### src/tpm_pkg.sv
// Constants for the timer 0/1 mode control block: register map and field layout.
// Assumes a 32-bit AXI4-Lite slave with word-aligned registers.
//
// Summary of operation
// [RULE_01] Gate off: timer 1 counts when run set
// [RULE_02] Gate on: timer 1 also needs active irq1
// [RULE_03] Source 0: timer 1 counts prescaled clock
// [RULE_04] Source 1: timer 1 counts pin falling edges
// [RULE_05] Timer 1 mode: 13, 16, 8 bit
// [RULE_06] Timer 1 mode 11: never counts
// [RULE_07] Gate off: timer 0 counts when run set
// [RULE_08] Gate on: timer 0 also needs active irq0
// [RULE_09] Source 0: timer 0 counts prescaled clock
// [RULE_10] Source 1: timer 0 counts pin falling edges
// [RULE_11] Timer 0 mode: 13, 16, 8 bit
// [RULE_12] 8-bit mode reloads from reload byte
// [RULE_13] Mode register read/write, resets to zero
package tpm_pkg;
    localparam logic [7:0] TPM_ADDR_MODE   = 8'h00;
    localparam logic [7:0] TPM_ADDR_CTRL   = 8'h04;
    localparam logic [7:0] TPM_ADDR_T0CNT  = 8'h08;
    localparam logic [7:0] TPM_ADDR_T1CNT  = 8'h0C;
    localparam logic [7:0] TPM_MODE_RESET  = 8'h00;
    localparam int         TPM_TMR1_GATE_BIT = 7;
    localparam int         TPM_TMR1_SRC_BIT  = 6;
    localparam int         TPM_TMR1_MODE_LSB = 4;
    localparam int         TPM_TMR0_GATE_BIT = 3;
    localparam int         TPM_TMR0_SRC_BIT  = 2;
    localparam int         TPM_TMR0_MODE_LSB = 0;
    // Control register bits
    localparam int         TPM_C_RUN0      = 0;
    localparam int         TPM_C_RUN1      = 1;
    localparam int         TPM_C_POL0      = 2;
    localparam int         TPM_C_POL1      = 3;
    localparam int         TPM_C_RLD_LSB   = 8;
    localparam int         TPM_C_RLD1_LSB  = 16;
    localparam logic [1:0] TPM_RESP_OKAY   = 2'b00;
    localparam logic [1:0] TPM_RESP_SLVERR = 2'b10;
    typedef enum logic [1:0] {
        TPM_MODE_13   = 2'b00,
        TPM_MODE_16   = 2'b01,
        TPM_MODE_8RLD = 2'b10,
        TPM_MODE_OFF  = 2'b11
    } tpm_mode_t;
endpackage : tpm_pkg

### src/tpm_top.sv
// Timer 0/1 mode control with AXI4-Lite register access.
// Assumes pins asynchronous to CORE_CLK; prescale tick comes from core logic.
//
// Implementation choices: the AXI4-Lite slave port and the register offsets.
`timescale 1ns/100ps
`default_nettype none
module tpm_top
    import tpm_pkg::*;
(
    input  wire logic        CORE_CLK,
    input  wire logic        RST_N,
    input  wire logic [7:0]  S_AXI_AWADDR,
    input  wire logic        S_AXI_AWVALID,
    output logic             S_AXI_AWREADY,
    input  wire logic [31:0] S_AXI_WDATA,
    input  wire logic [3:0]  S_AXI_WSTRB,
    input  wire logic        S_AXI_WVALID,
    output logic             S_AXI_WREADY,
    output logic      [1:0]  S_AXI_BRESP,
    output logic             S_AXI_BVALID,
    input  wire logic        S_AXI_BREADY,
    input  wire logic [7:0]  S_AXI_ARADDR,
    input  wire logic        S_AXI_ARVALID,
    output logic             S_AXI_ARREADY,
    output logic      [31:0] S_AXI_RDATA,
    output logic      [1:0]  S_AXI_RRESP,
    output logic             S_AXI_RVALID,
    input  wire logic        S_AXI_RREADY,
    input  wire logic        PRESC_TICK0,
    input  wire logic        PRESC_TICK1,
    input  wire logic        EXT_IRQ0_INPUT,
    input  wire logic        EXT_IRQ1_INPUT,
    input  wire logic        TIMER0_COUNT_PIN,
    input  wire logic        TIMER1_COUNT_PIN,
    output logic             TIMER0_OVF,
    output logic             TIMER1_OVF
);
    logic [1:0]  rst_sync_q;
    logic        rst_n;
    logic [1:0]  irq0_s_q;
    logic [1:0]  irq1_s_q;
    logic [1:0]  pin0_s_q;
    logic [1:0]  pin1_s_q;
    logic [7:0]  timer_pair_mode_reg_q;
    logic [23:0] ctrl_q;
    logic        aw_q;
    logic        w_q;
    logic [7:0]  awaddr_q;
    logic [31:0] wdata_q;
    logic [3:0]  wstrb_q;
    logic        bvalid_q;
    logic [1:0]  bresp_q;
    logic        rvalid_q;
    logic [31:0] rdata_q;
    logic [1:0]  rresp_q;
    logic [15:0] count0;
    logic [15:0] count1;
    logic        do_write;
    logic [31:0] mode_merged;
    logic [31:0] ctrl_merged;

    // Byte-lane merge used by both writable registers
    function automatic logic [31:0] merge(input logic [31:0] old, input logic [31:0] nw,
                                         input logic [3:0] strb);
        logic [31:0] r;
        r = old;
        for (int i = 0; i < 4; i++) begin
            if (strb[i]) begin
                r[i*8 +: 8] = nw[i*8 +: 8];
            end
        end
        return r;
    endfunction : merge

    // A function result cannot be sliced in place, so the merge lands on a net first
    assign mode_merged = merge({24'h000000, timer_pair_mode_reg_q}, wdata_q, wstrb_q);
    assign ctrl_merged = merge({8'h00, ctrl_q}, wdata_q, wstrb_q);

    always_ff @(posedge CORE_CLK or negedge RST_N) begin
        if (!RST_N) begin
            rst_sync_q <= 2'b00;
        end else begin
            rst_sync_q <= {rst_sync_q[0], 1'b1};
        end
    end
    assign rst_n = rst_sync_q[1];

    // Pins are asynchronous: two stages before the counters look at them
    always_ff @(posedge CORE_CLK or negedge rst_n) begin
        if (!rst_n) begin
            irq0_s_q <= 2'b00;
            irq1_s_q <= 2'b00;
            pin0_s_q <= 2'b00;
            pin1_s_q <= 2'b00;
        end else begin
            irq0_s_q <= {irq0_s_q[0], EXT_IRQ0_INPUT};
            irq1_s_q <= {irq1_s_q[0], EXT_IRQ1_INPUT};
            pin0_s_q <= {pin0_s_q[0], TIMER0_COUNT_PIN};
            pin1_s_q <= {pin1_s_q[0], TIMER1_COUNT_PIN};
        end
    end

    // Write channel: address and data taken in either order, then one response
    assign S_AXI_AWREADY = !aw_q && !bvalid_q;
    assign S_AXI_WREADY  = !w_q && !bvalid_q;
    assign do_write      = aw_q && w_q && !bvalid_q;

    always_ff @(posedge CORE_CLK or negedge rst_n) begin
        if (!rst_n) begin
            aw_q     <= 1'b0;
            w_q      <= 1'b0;
            awaddr_q <= 8'h00;
            wdata_q  <= 32'h0000_0000;
            wstrb_q  <= 4'h0;
            bvalid_q <= 1'b0;
            bresp_q  <= TPM_RESP_OKAY;
        end else begin
            if (S_AXI_AWVALID && S_AXI_AWREADY) begin
                aw_q     <= 1'b1;
                awaddr_q <= S_AXI_AWADDR;
            end
            if (S_AXI_WVALID && S_AXI_WREADY) begin
                w_q     <= 1'b1;
                wdata_q <= S_AXI_WDATA;
                wstrb_q <= S_AXI_WSTRB;
            end
            if (do_write) begin
                aw_q     <= 1'b0;
                w_q      <= 1'b0;
                bvalid_q <= 1'b1;
                bresp_q  <= (awaddr_q == TPM_ADDR_MODE || awaddr_q == TPM_ADDR_CTRL)
                            ? TPM_RESP_OKAY : TPM_RESP_SLVERR;
            end else if (bvalid_q && S_AXI_BREADY) begin
                bvalid_q <= 1'b0;
            end
        end
    end
    assign S_AXI_BVALID = bvalid_q;
    assign S_AXI_BRESP  = bresp_q;

    always_ff @(posedge CORE_CLK or negedge rst_n) begin
        if (!rst_n) begin
            timer_pair_mode_reg_q <= TPM_MODE_RESET;                        // RULE_13
            ctrl_q                <= 24'h000000;
        end else if (do_write) begin
            if (awaddr_q == TPM_ADDR_MODE) begin
                timer_pair_mode_reg_q <= mode_merged[7:0];                  // RULE_13
            end
            if (awaddr_q == TPM_ADDR_CTRL) begin
                ctrl_q <= ctrl_merged[23:0];
            end
        end
    end

    // Read channel: one cycle from address to data
    assign S_AXI_ARREADY = !rvalid_q;
    always_ff @(posedge CORE_CLK or negedge rst_n) begin
        if (!rst_n) begin
            rvalid_q <= 1'b0;
            rdata_q  <= 32'h0000_0000;
            rresp_q  <= TPM_RESP_OKAY;
        end else if (S_AXI_ARVALID && S_AXI_ARREADY) begin
            rvalid_q <= 1'b1;
            rresp_q  <= TPM_RESP_OKAY;
            case (S_AXI_ARADDR)
                TPM_ADDR_MODE:  rdata_q <= {24'h000000, timer_pair_mode_reg_q}; // RULE_13
                TPM_ADDR_CTRL:  rdata_q <= {8'h00, ctrl_q};
                TPM_ADDR_T0CNT: rdata_q <= {16'h0000, count0};
                TPM_ADDR_T1CNT: rdata_q <= {16'h0000, count1};
                default: begin
                    rdata_q <= 32'h0000_0000;
                    rresp_q <= TPM_RESP_SLVERR;
                end
            endcase
        end else if (rvalid_q && S_AXI_RREADY) begin
            rvalid_q <= 1'b0;
        end
    end
    assign S_AXI_RVALID = rvalid_q;
    assign S_AXI_RDATA  = rdata_q;
    assign S_AXI_RRESP  = rresp_q;

    tpm_counter u_timer0 (
        .clk        (CORE_CLK),
        .rst_n      (rst_n),
        .run        (ctrl_q[TPM_C_RUN0]),
        .gate_sel   (timer_pair_mode_reg_q[TPM_TMR0_GATE_BIT]),            // RULE_07 RULE_08
        .src_sel    (timer_pair_mode_reg_q[TPM_TMR0_SRC_BIT]),             // RULE_09 RULE_10
        .mode       (timer_pair_mode_reg_q[TPM_TMR0_MODE_LSB +: 2]),       // RULE_11
        .irq_level  (irq0_s_q[1]),
        .irq_pol    (ctrl_q[TPM_C_POL0]),
        .presc_tick (PRESC_TICK0),
        .pin_level  (pin0_s_q[1]),
        .reload     (ctrl_q[TPM_C_RLD_LSB +: 8]),
        .count_q    (count0),
        .ovf_q      (TIMER0_OVF)
    );

    tpm_counter u_timer1 (
        .clk        (CORE_CLK),
        .rst_n      (rst_n),
        .run        (ctrl_q[TPM_C_RUN1]),
        .gate_sel   (timer_pair_mode_reg_q[TPM_TMR1_GATE_BIT]),            // RULE_01 RULE_02
        .src_sel    (timer_pair_mode_reg_q[TPM_TMR1_SRC_BIT]),             // RULE_03 RULE_04
        .mode       (timer_pair_mode_reg_q[TPM_TMR1_MODE_LSB +: 2]),       // RULE_05 RULE_06
        .irq_level  (irq1_s_q[1]),
        .irq_pol    (ctrl_q[TPM_C_POL1]),
        .presc_tick (PRESC_TICK1),
        .pin_level  (pin1_s_q[1]),
        .reload     (ctrl_q[TPM_C_RLD1_LSB +: 8]),
        .count_q    (count1),
        .ovf_q      (TIMER1_OVF)
    );
endmodule : tpm_top
`default_nettype wire

### src/tpm_counter.sv
// One counter/timer: gating, source choice, width mode and auto-reload.
// Assumes synchronised inputs on the same clock as the counter.
`timescale 1ns/100ps
`default_nettype none
module tpm_counter
    import tpm_pkg::*;
(
    input  wire logic        clk,
    input  wire logic        rst_n,
    input  wire logic        run,
    input  wire logic        gate_sel,
    input  wire logic        src_sel,
    input  wire logic [1:0]  mode,
    input  wire logic        irq_level,
    input  wire logic        irq_pol,
    input  wire logic        presc_tick,
    input  wire logic        pin_level,
    input  wire logic [7:0]  reload,
    output logic      [15:0] count_q,
    output logic             ovf_q
);
    logic pin_prev_q;
    logic enable;
    logic tick;
    logic fall;

    always_ff @(posedge clk or negedge rst_n) begin
        if (!rst_n) begin
            pin_prev_q <= 1'b0;
        end else begin
            pin_prev_q <= pin_level;
        end
    end

    assign fall   = pin_prev_q & ~pin_level;                                // RULE_04 RULE_10
    // Gate qualifies run; polarity flips the irq level
    assign enable = run & (~gate_sel | (irq_level ~^ irq_pol));             // RULE_01 RULE_02 RULE_07 RULE_08
    assign tick   = enable & (src_sel ? fall : presc_tick)                  // RULE_03 RULE_09
                  & (tpm_mode_t'(mode) != TPM_MODE_OFF);                    // RULE_06

    always_ff @(posedge clk or negedge rst_n) begin
        if (!rst_n) begin
            count_q <= 16'h0000;
            ovf_q   <= 1'b0;
        end else begin
            ovf_q <= 1'b0;
            if (tick) begin
                case (tpm_mode_t'(mode))                                    // RULE_05 RULE_11
                    TPM_MODE_13: begin
                        if (count_q[12:0] == 13'h1FFF) begin
                            count_q <= 16'h0000;
                            ovf_q   <= 1'b1;
                        end else begin
                            count_q <= {3'b000, count_q[12:0] + 13'h0001};
                        end
                    end
                    TPM_MODE_16: begin
                        count_q <= count_q + 16'h0001;
                        ovf_q   <= (count_q == 16'hFFFF);
                    end
                    TPM_MODE_8RLD: begin
                        if (count_q[7:0] == 8'hFF) begin
                            count_q <= {8'h00, reload};                     // RULE_12
                            ovf_q   <= 1'b1;
                        end else begin
                            count_q <= {8'h00, count_q[7:0] + 8'h01};
                        end
                    end
                    default: begin
                        count_q <= count_q;
                    end
                endcase
            end
        end
    end
endmodule : tpm_counter
`default_nettype wire

### config.mk
export PLATFORM = sky130hd
export DESIGN_NAME = tpm_top
export DESIGN_NICKNAME = d
export VERILOG_FILES = /design/src/tpm_pkg.sv /design/src/tpm_top.sv /design/src/tpm_counter.sv
export SDC_FILE = /design/constraint.sdc
export NUM_CORES = 1
export LEC_CHECK = 0
export ABC_AREA = 0
export BUFFER_PORTS_ARGS = -buffer_cell sky130_fd_sc_hd__buf_2
export CORE_UTILIZATION = 25
export DETAILED_ROUTE_END_ITERATION = 16
export HOLD_SLACK_MARGIN = 0.05
export PLACE_DENSITY = 0.49
export SLEW_MARGIN = 0
export SYNTH_ARGS = -nofsm -noshare
export SYNTH_HDL_FRONTEND = slang
export SYNTH_SLANG_ARGS = --single-unit
export TNS_END_PERCENT = 20
### constraint.sdc
create_clock -name CORE_CLK -period 10.36 [get_ports CORE_CLK]
set_input_delay 2.072 -clock CORE_CLK [delete_from_list [all_inputs] [get_ports CORE_CLK]]
set_output_delay 2.072 -clock CORE_CLK [all_outputs]
set_load 0.1 [all_outputs]
# == After elaboration in Yosys (flattened, before gate mapping) ==
# Index checks and enable logic that the tools add are counted.
# totals
register_bits,153
out_inout_bits,43
# op_classes
n_addsub,6
eq_ne,16
n_mux,27
n_bitwise,16
reduce_logical,31
# op_table
operator,n
16-bit one-hot mux with 3 select lines,2
24-bit one-hot mux with 4 select lines,1
"16-bit by 1-bit adder with 16-bit output, second input constant",2
"16-bit == test, second input constant",2
"13-bit by 1-bit adder with 13-bit output, second input constant",2
"13-bit == test, second input constant",2
13-bit two-way mux,2
"8-bit by 1-bit adder with 8-bit output, second input constant",2
"8-bit by 3-bit == test with 1-bit output, second input constant",2
"8-bit by 4-bit == test with 1-bit output, second input constant",2
"8-bit == test, second input constant",2
8-bit logical NOT,2
1-bit two-way mux,16
8-bit two-way mux,2
3-bit AND reduction,4
1-bit logical AND,9
1-bit bitwise AND,8
2-bit nonzero test,4
1-bit one-hot mux with 3 select lines,2
3-bit nonzero test,2
"2-bit by 1-bit == test with 1-bit output, second input constant",2
"2-bit == test, second input constant",2
1-bit logical NOT,4
2-bit logical NOT,2
other kinds (8),16

# == Longest topological paths before layout ==
# logic_depth
word_depth,6
depth_mapped,8
depth_no_buf,7

# == Hierarchy ==
# From an unflattened synthesis, not the netlist that was laid out.
# hier_totals
cells_unflattened,556
hier_area_um2,6802.8
# by_module_without_submodules
mod,instances,cells_each,area_per_inst_um2
tpm_top,1,293,4414.2
tpm_counter (u_timer1),1,129,1221.2
tpm_counter (u_timer0),1,134,1167.4

# == Least setup slack after synthesis ==
# No wires, ideal clock.
# synth_timing
path_type,register to output
start,"register bvalid_q, in the netlist S_AXI_BVALID"
end,output S_AXI_AWREADY
arrival_ns,2.189
required_time_ns,8.288
slack_ns,6.099
path_stages_with_launch,2
path_buffers,0
cell_sequence,dfrtp_1 > nor2_1
# synth_between
elab_chain_cells,2
# synth_rtl
item,line_no,rtl
"start, declared",tpm_top.sv:51,logic bvalid_q;
"start signal, assigned",tpm_top.sv:115,bvalid_q <= 1'b0;
"start signal, assigned",tpm_top.sv:130,bvalid_q <= 1'b1;
"start signal, assigned",tpm_top.sv:134,bvalid_q <= 1'b0;
1-bit logical NOT,tpm_top.sv:104,assign S_AXI_AWREADY = !aw_q && !bvalid_q;
1-bit logical AND,tpm_top.sv:104,
"end, declared",tpm_top.sv:14,"output logic S_AXI_AWREADY,"
# Every way passes these cells.

# == Worst setup path after layout ==
# layout_timing
start,input PRESC_TICK0
end,register u_timer0.count_q[15]
# layout_between
elab_chain_cells,4
# layout_rtl
item,line_no,rtl
"start, declared",tpm_top.sv:29,"input wire logic PRESC_TICK0,"
1-bit two-way mux,tpm_counter.sv:38,assign tick = enable & (src_sel ? fall : presc_tick)
1-bit bitwise AND,tpm_counter.sv:38,
1-bit bitwise AND,tpm_counter.sv:39,& (tpm_mode_t'(mode) != TPM_MODE_OFF);
2-bit AND reduction (no line),--,
"end signal, assigned",tpm_counter.sv:54,"count_q <= {3'b000, count_q[12:0] + 13'h0001};"
"end signal, assigned",tpm_counter.sv:58,count_q <= count_q + 16'h0001;
"end signal, assigned",tpm_counter.sv:63,"count_q <= {8'h00, reload};"
"end, declared",tpm_counter.sv:19,"output logic [15:0] count_q,"
# Every way passes these cells.
# A chain may end at the register's enable or synchronous reset.

==> flow_results.org <==
** Finish
- Layout cell share with drive strength beyond 1 :: 33.6%
- Number of filler instances in the final layout :: approximately 2700
- Multi-input gate area in the final layout :: around 2900 um2
- Register area :: around 3600 um2
- Number of standard cells in the final layout excluding fillers :: ~1000
- Final non-filler cell area :: slightly above 8000 um2
- NumNets Final :: ~700
- Relative area change from synthesis to final layout :: 19.8%
- The number of antenna diodes in the final layout is 0.

** Critical path
- FF-to-FF Start :: timer_pair_mode_reg_q[4]
- The worst setup path is of the in2reg kind.
- In this run the critical register-to-register path is captured at u_timer1.count_q[7].
- For flop-to-flop paths, the worst setup slack is between 7 and 8 ns.
- STA puts the critical path data arrival time at approximately 4 ns.
- Data on the critical path is required at its endpoint by roughly 11 ns.
- Counting cells, the worst reg-to-reg path comes to 6.
- STA classifies the critical path endpoint as a register.
- Nature of the critical path startpoint :: primary input
- In this run the worst path has a maximum fanout of 18.

** CTS
- Clock-pin slew was measured on the worst setup and hold paths at about 0.070 ns.
- Clk Tree Root Cell :: sky130_fd_sc_hd__clkbuf_16
- In this run the post-CTS setup repair buffer count came out at 0.
- Clock Sinks :: between 100 and 150
- TritonCTS clock tree :: built
- Counting the buffers created by CTS gives 17.
- CTS H-tree depth :: 4
- Number of buffers between clock root and the deepest sink :: 2
- Hold_buf cts :: 0
- Gates resized during post-CTS repair numbered 0.
- Worst-Skew Late Latency :: 0.42 ns

** Detailed routing
- In the final routed layout, each cell accounts on average for around 18 um.
- For this run, design rule violations remaining after detail routing come to 6.
- The first TritonRoute pass finished after 13 iterations.
- Overall via count from detail_route :: around 4800
- Vias per cell :: a little under 5
- Wirelength, routed :: 17.3 mm
- Post-DRT Antenna Nets :: 0
- For this block, the initial DRC count from the detailed router was approximately 360.

** Synthesis
- Counting flops and latches in the post-synthesis netlist gives ~140.
- Number of warnings reported in the yosys synthesis log :: 0
- Part of the Yosys area used for sequential elements :: 53.1%
- Avg Inst Size Synth :: approximately 12 um2
- Synthesis produced a netlist whose cell count is roughly 560.
- After synthesis, the netlist uses 60 different library cells.
- Synth async-reset ratio :: 100%
- Post-synth top flop :: sky130_fd_sc_hd__dfrtp_1
- Number of enable flip-flop cells after synthesis :: 0
- Synth Cell Area :: 6740 um2

** Placement
- Total half-perimeter wirelength after legalization and detailed placement :: 12.6 mm
- The placed instances occupy a cell area of 7480 um2.
- Port buffering added a little under 90 buffers.
- The number of placed instances, taps included, is approximately 960.
- Routability-driven placement finished with a final weighted congestion of approximately 0.81.
- At the placement stage, the worst setup path has a slack of about 6.3 ns.

** GRT
- The initial antenna violation count is 0.
- Global routing used roughly an eighth of the available tracks.
- Overflow after GRT :: 0
- Pin count of the biggest net entering global routing :: 62
- First-pass GRT wire length :: between 20 and 30 mm
- Number of global-route vias before repair :: 4832

** Timing
- Unrepaired setup endpoints after global routing :: no
- F_max :: 0.277 GHz
- The final-report max-slew violation count was 0.
- Dividing the final minimum period by the clock period gives a little over a third.
- Final-layout setup total negative slack :: 0 ns
- At the pin with the least slew margin, the transition time is between 0.9 and 1 ns.
- Post-route worst hold slack :: 0.242 ns
- The worst path meets setup with roughly 6.7 ns of slack.
- The hold violation total from the final report is 0.
- Skew final :: 0.0133 ns
- Period minus WS final :: roughly 3.6 ns
- Rel. slew slack :: approximately 34%
- Setup violations remaining at the end of the flow were counted as 0.

** Run
- The tool flagged a number of max-cap violations equal to 0.

** Floorplanning
- Row generation in the floorplan step produced 59 rows.
- Horiz. Die Dim :: around 170 um
- In this run the standard cell core region covers roughly 26000 um2.
- Starting Density :: roughly a quarter
- Pin placement for this block handled around 110 I/O pins.
- From bottom edge to top edge, the die measures between 150 and 200 um.
- Total Die Area :: 27600 um2

** Outcome
- The checks that failed: design-rule violations.
- Result of the run :: complete, but fails checks

** Power and ir drop
- P per Cell Area :: roughly 220 nW/um2
- The worst-case IR drop observed on VDD is about 0.00011 V.
- P_leak :: 3.60 nW

** Min path
- The tightest min-delay check is of the reg2async type.
[cells in the final DEF, fill, tap and decap left out, drive strengths merged, types with 4 or more instances in the layout]
| master | netlist | final |
|---|---|---|
| ha | 10 | 10 |
| mux2 | 77 | 77 |
| conb | 2 | 11 |
| nor4 | 9 | 9 |
| o31ai | 8 | 8 |
| nand4 | 10 | 10 |
| nor2b | 5 | 5 |
| dfrtp | 143 | 143 |
| a22o | 17 | 17 |
| buf | 21 | 94 |
| a21o | 9 | 9 |
| nor2 | 19 | 19 |
| a221o | 14 | 14 |
| o21ai | 28 | 28 |
| a21oi | 7 | 7 |
| inv | 14 | 19 |
| clkbuf | 20 | 19 |
| nor3 | 9 | 9 |
| o41ai | 5 | 5 |
| nand3 | 23 | 23 |
| or3 | 5 | 5 |
| mux4 | 8 | 8 |
| nand3b | 4 | 4 |
| clkinv | 0 | 4 |
| nand2 | 31 | 31 |
| and2 | 7 | 7 |
| and3 | 4 | 4 |
| a22oi | 11 | 11 |
[through the flow]
stage | util (%) | power, mW
2_1_floorplan | - | 1.03
3_3_place_gp | 28.5 | 1.12
3_5_place_dp | 28.5 | 1.13
4_1_cts | 30.7 | 1.77
5_1_grt | 30.7 | 1.84
6_report | 30.7 | 1.74
[per-layer routing]
| layer | vias up | GRT usage [%] | wire, um |
|---|---|---|---|
| li1 | 2264 | - | - |
| met1 | 2419 | 18.9 | 8670 |
| met2 | 117 | 19.9 | 7820 |
| met3 | 10 | 2.84 | 696 |
| met4 | 0 | 3.50 | 145 |
| met5 | - | 0 | 0 |
[layout make-up]
cell class	count	area share, %
Clock buffer	19	5.61
Clock inverter	13	1.84
Inverter	14	0.650
Multi-Input combinational cell	372	36.4
Sequential cell	143	44.3
Tap cell	335	5.19
Timing Repair Buffer	94	6.01
[power breakdown]
part           total (mW)  internal (mW)  switching (mW)  leakage, nW
Clock               0.629          0.372           0.257        0.293
Combinational       0.354          0.153           0.202         1.49
Sequential          0.761          0.667          0.0934         1.82
[logic make-up after synthesis]
kind of cell	after synthesis	share of synthesized area [%]
compound gates	121	13.5
flops	143	53.1
fa+ha+maj	10	1.86
simple gates	141	11.5
other cells	2	0.111
buf+inv	55	3.84
mux	86	15.7
xor+xnor	3	0.390
[flip-flops by register name (all words and copies together), names as in the netlist, 2 cells and up]
register	flops
irq0_s_q	2
timer_pair_mode_reg_q	8
wdata_q	24
irq1_s_q	2
u_timer0.count_q	16
rst_sync_q	2
ctrl_q	24
awaddr_q	8
pin1_s_q	2
wstrb_q	3
S_AXI_RDATA	24
u_timer1.count_q	16
pin0_s_q	2
[cells in the mapped netlist, types with 5 or more instances]
master	instances	area share [%]
sky130_fd_sc_hd__ha_1	10	1.9
sky130_fd_sc_hd__dfrtp_1	143	53
sky130_fd_sc_hd__inv_1	14	0.78
sky130_fd_sc_hd__nor2_1	19	1.1
sky130_fd_sc_hd__clkbuf_1	20	1.1
sky130_fd_sc_hd__a22oi_1	11	1.2
sky130_fd_sc_hd__nand3_1	23	1.7
sky130_fd_sc_hd__nor4_1	8	0.74
sky130_fd_sc_hd__o31ai_1	8	0.89
sky130_fd_sc_hd__nor2b_1	5	0.46
sky130_fd_sc_hd__nand2_1	31	1.7
sky130_fd_sc_hd__buf_4	10	1.1
sky130_fd_sc_hd__o21ai_0	28	2.1
sky130_fd_sc_hd__buf_2	6	0.45
sky130_fd_sc_hd__a21o_1	9	1.0
sky130_fd_sc_hd__mux2_2	77	13
sky130_fd_sc_hd__nand4_1	10	0.93
sky130_fd_sc_hd__a221o_1	14	2.1
sky130_fd_sc_hd__a22o_1	17	2.2
sky130_fd_sc_hd__mux4_2	8	2.7
sky130_fd_sc_hd__a21oi_1	7	0.52
sky130_fd_sc_hd__nor3_1	8	0.59
sky130_fd_sc_hd__and2_1	6	0.56
[critical path: stages]
cell and delay (ns):
sky130_fd_sc_hd__buf_2 0.10, sky130_fd_sc_hd__nor2_1 0.04, sky130_fd_sc_hd__a2111o_1 0.46, sky130_fd_sc_hd__or2_0 0.41, sky130_fd_sc_hd__buf_4 0.29, sky130_fd_sc_hd__or4_1 0.51, sky130_fd_sc_hd__nand3_1 0.09
[worst max-delay path by stage]
stage                  startpoint                   end  cells after the start
floorplan           rst_sync_q[1]        S_AXI_BRESP[1]                      0
global placement      PRESC_TICK0  u_timer0.count_q[15]                      7
detailed placement    PRESC_TICK0  u_timer0.count_q[15]                      7
CTS                   PRESC_TICK0  u_timer0.count_q[15]                      7
global route          PRESC_TICK0   u_timer0.count_q[1]                      6
finish                PRESC_TICK0  u_timer0.count_q[15]                      7
(Power assumes the default switching activity.)
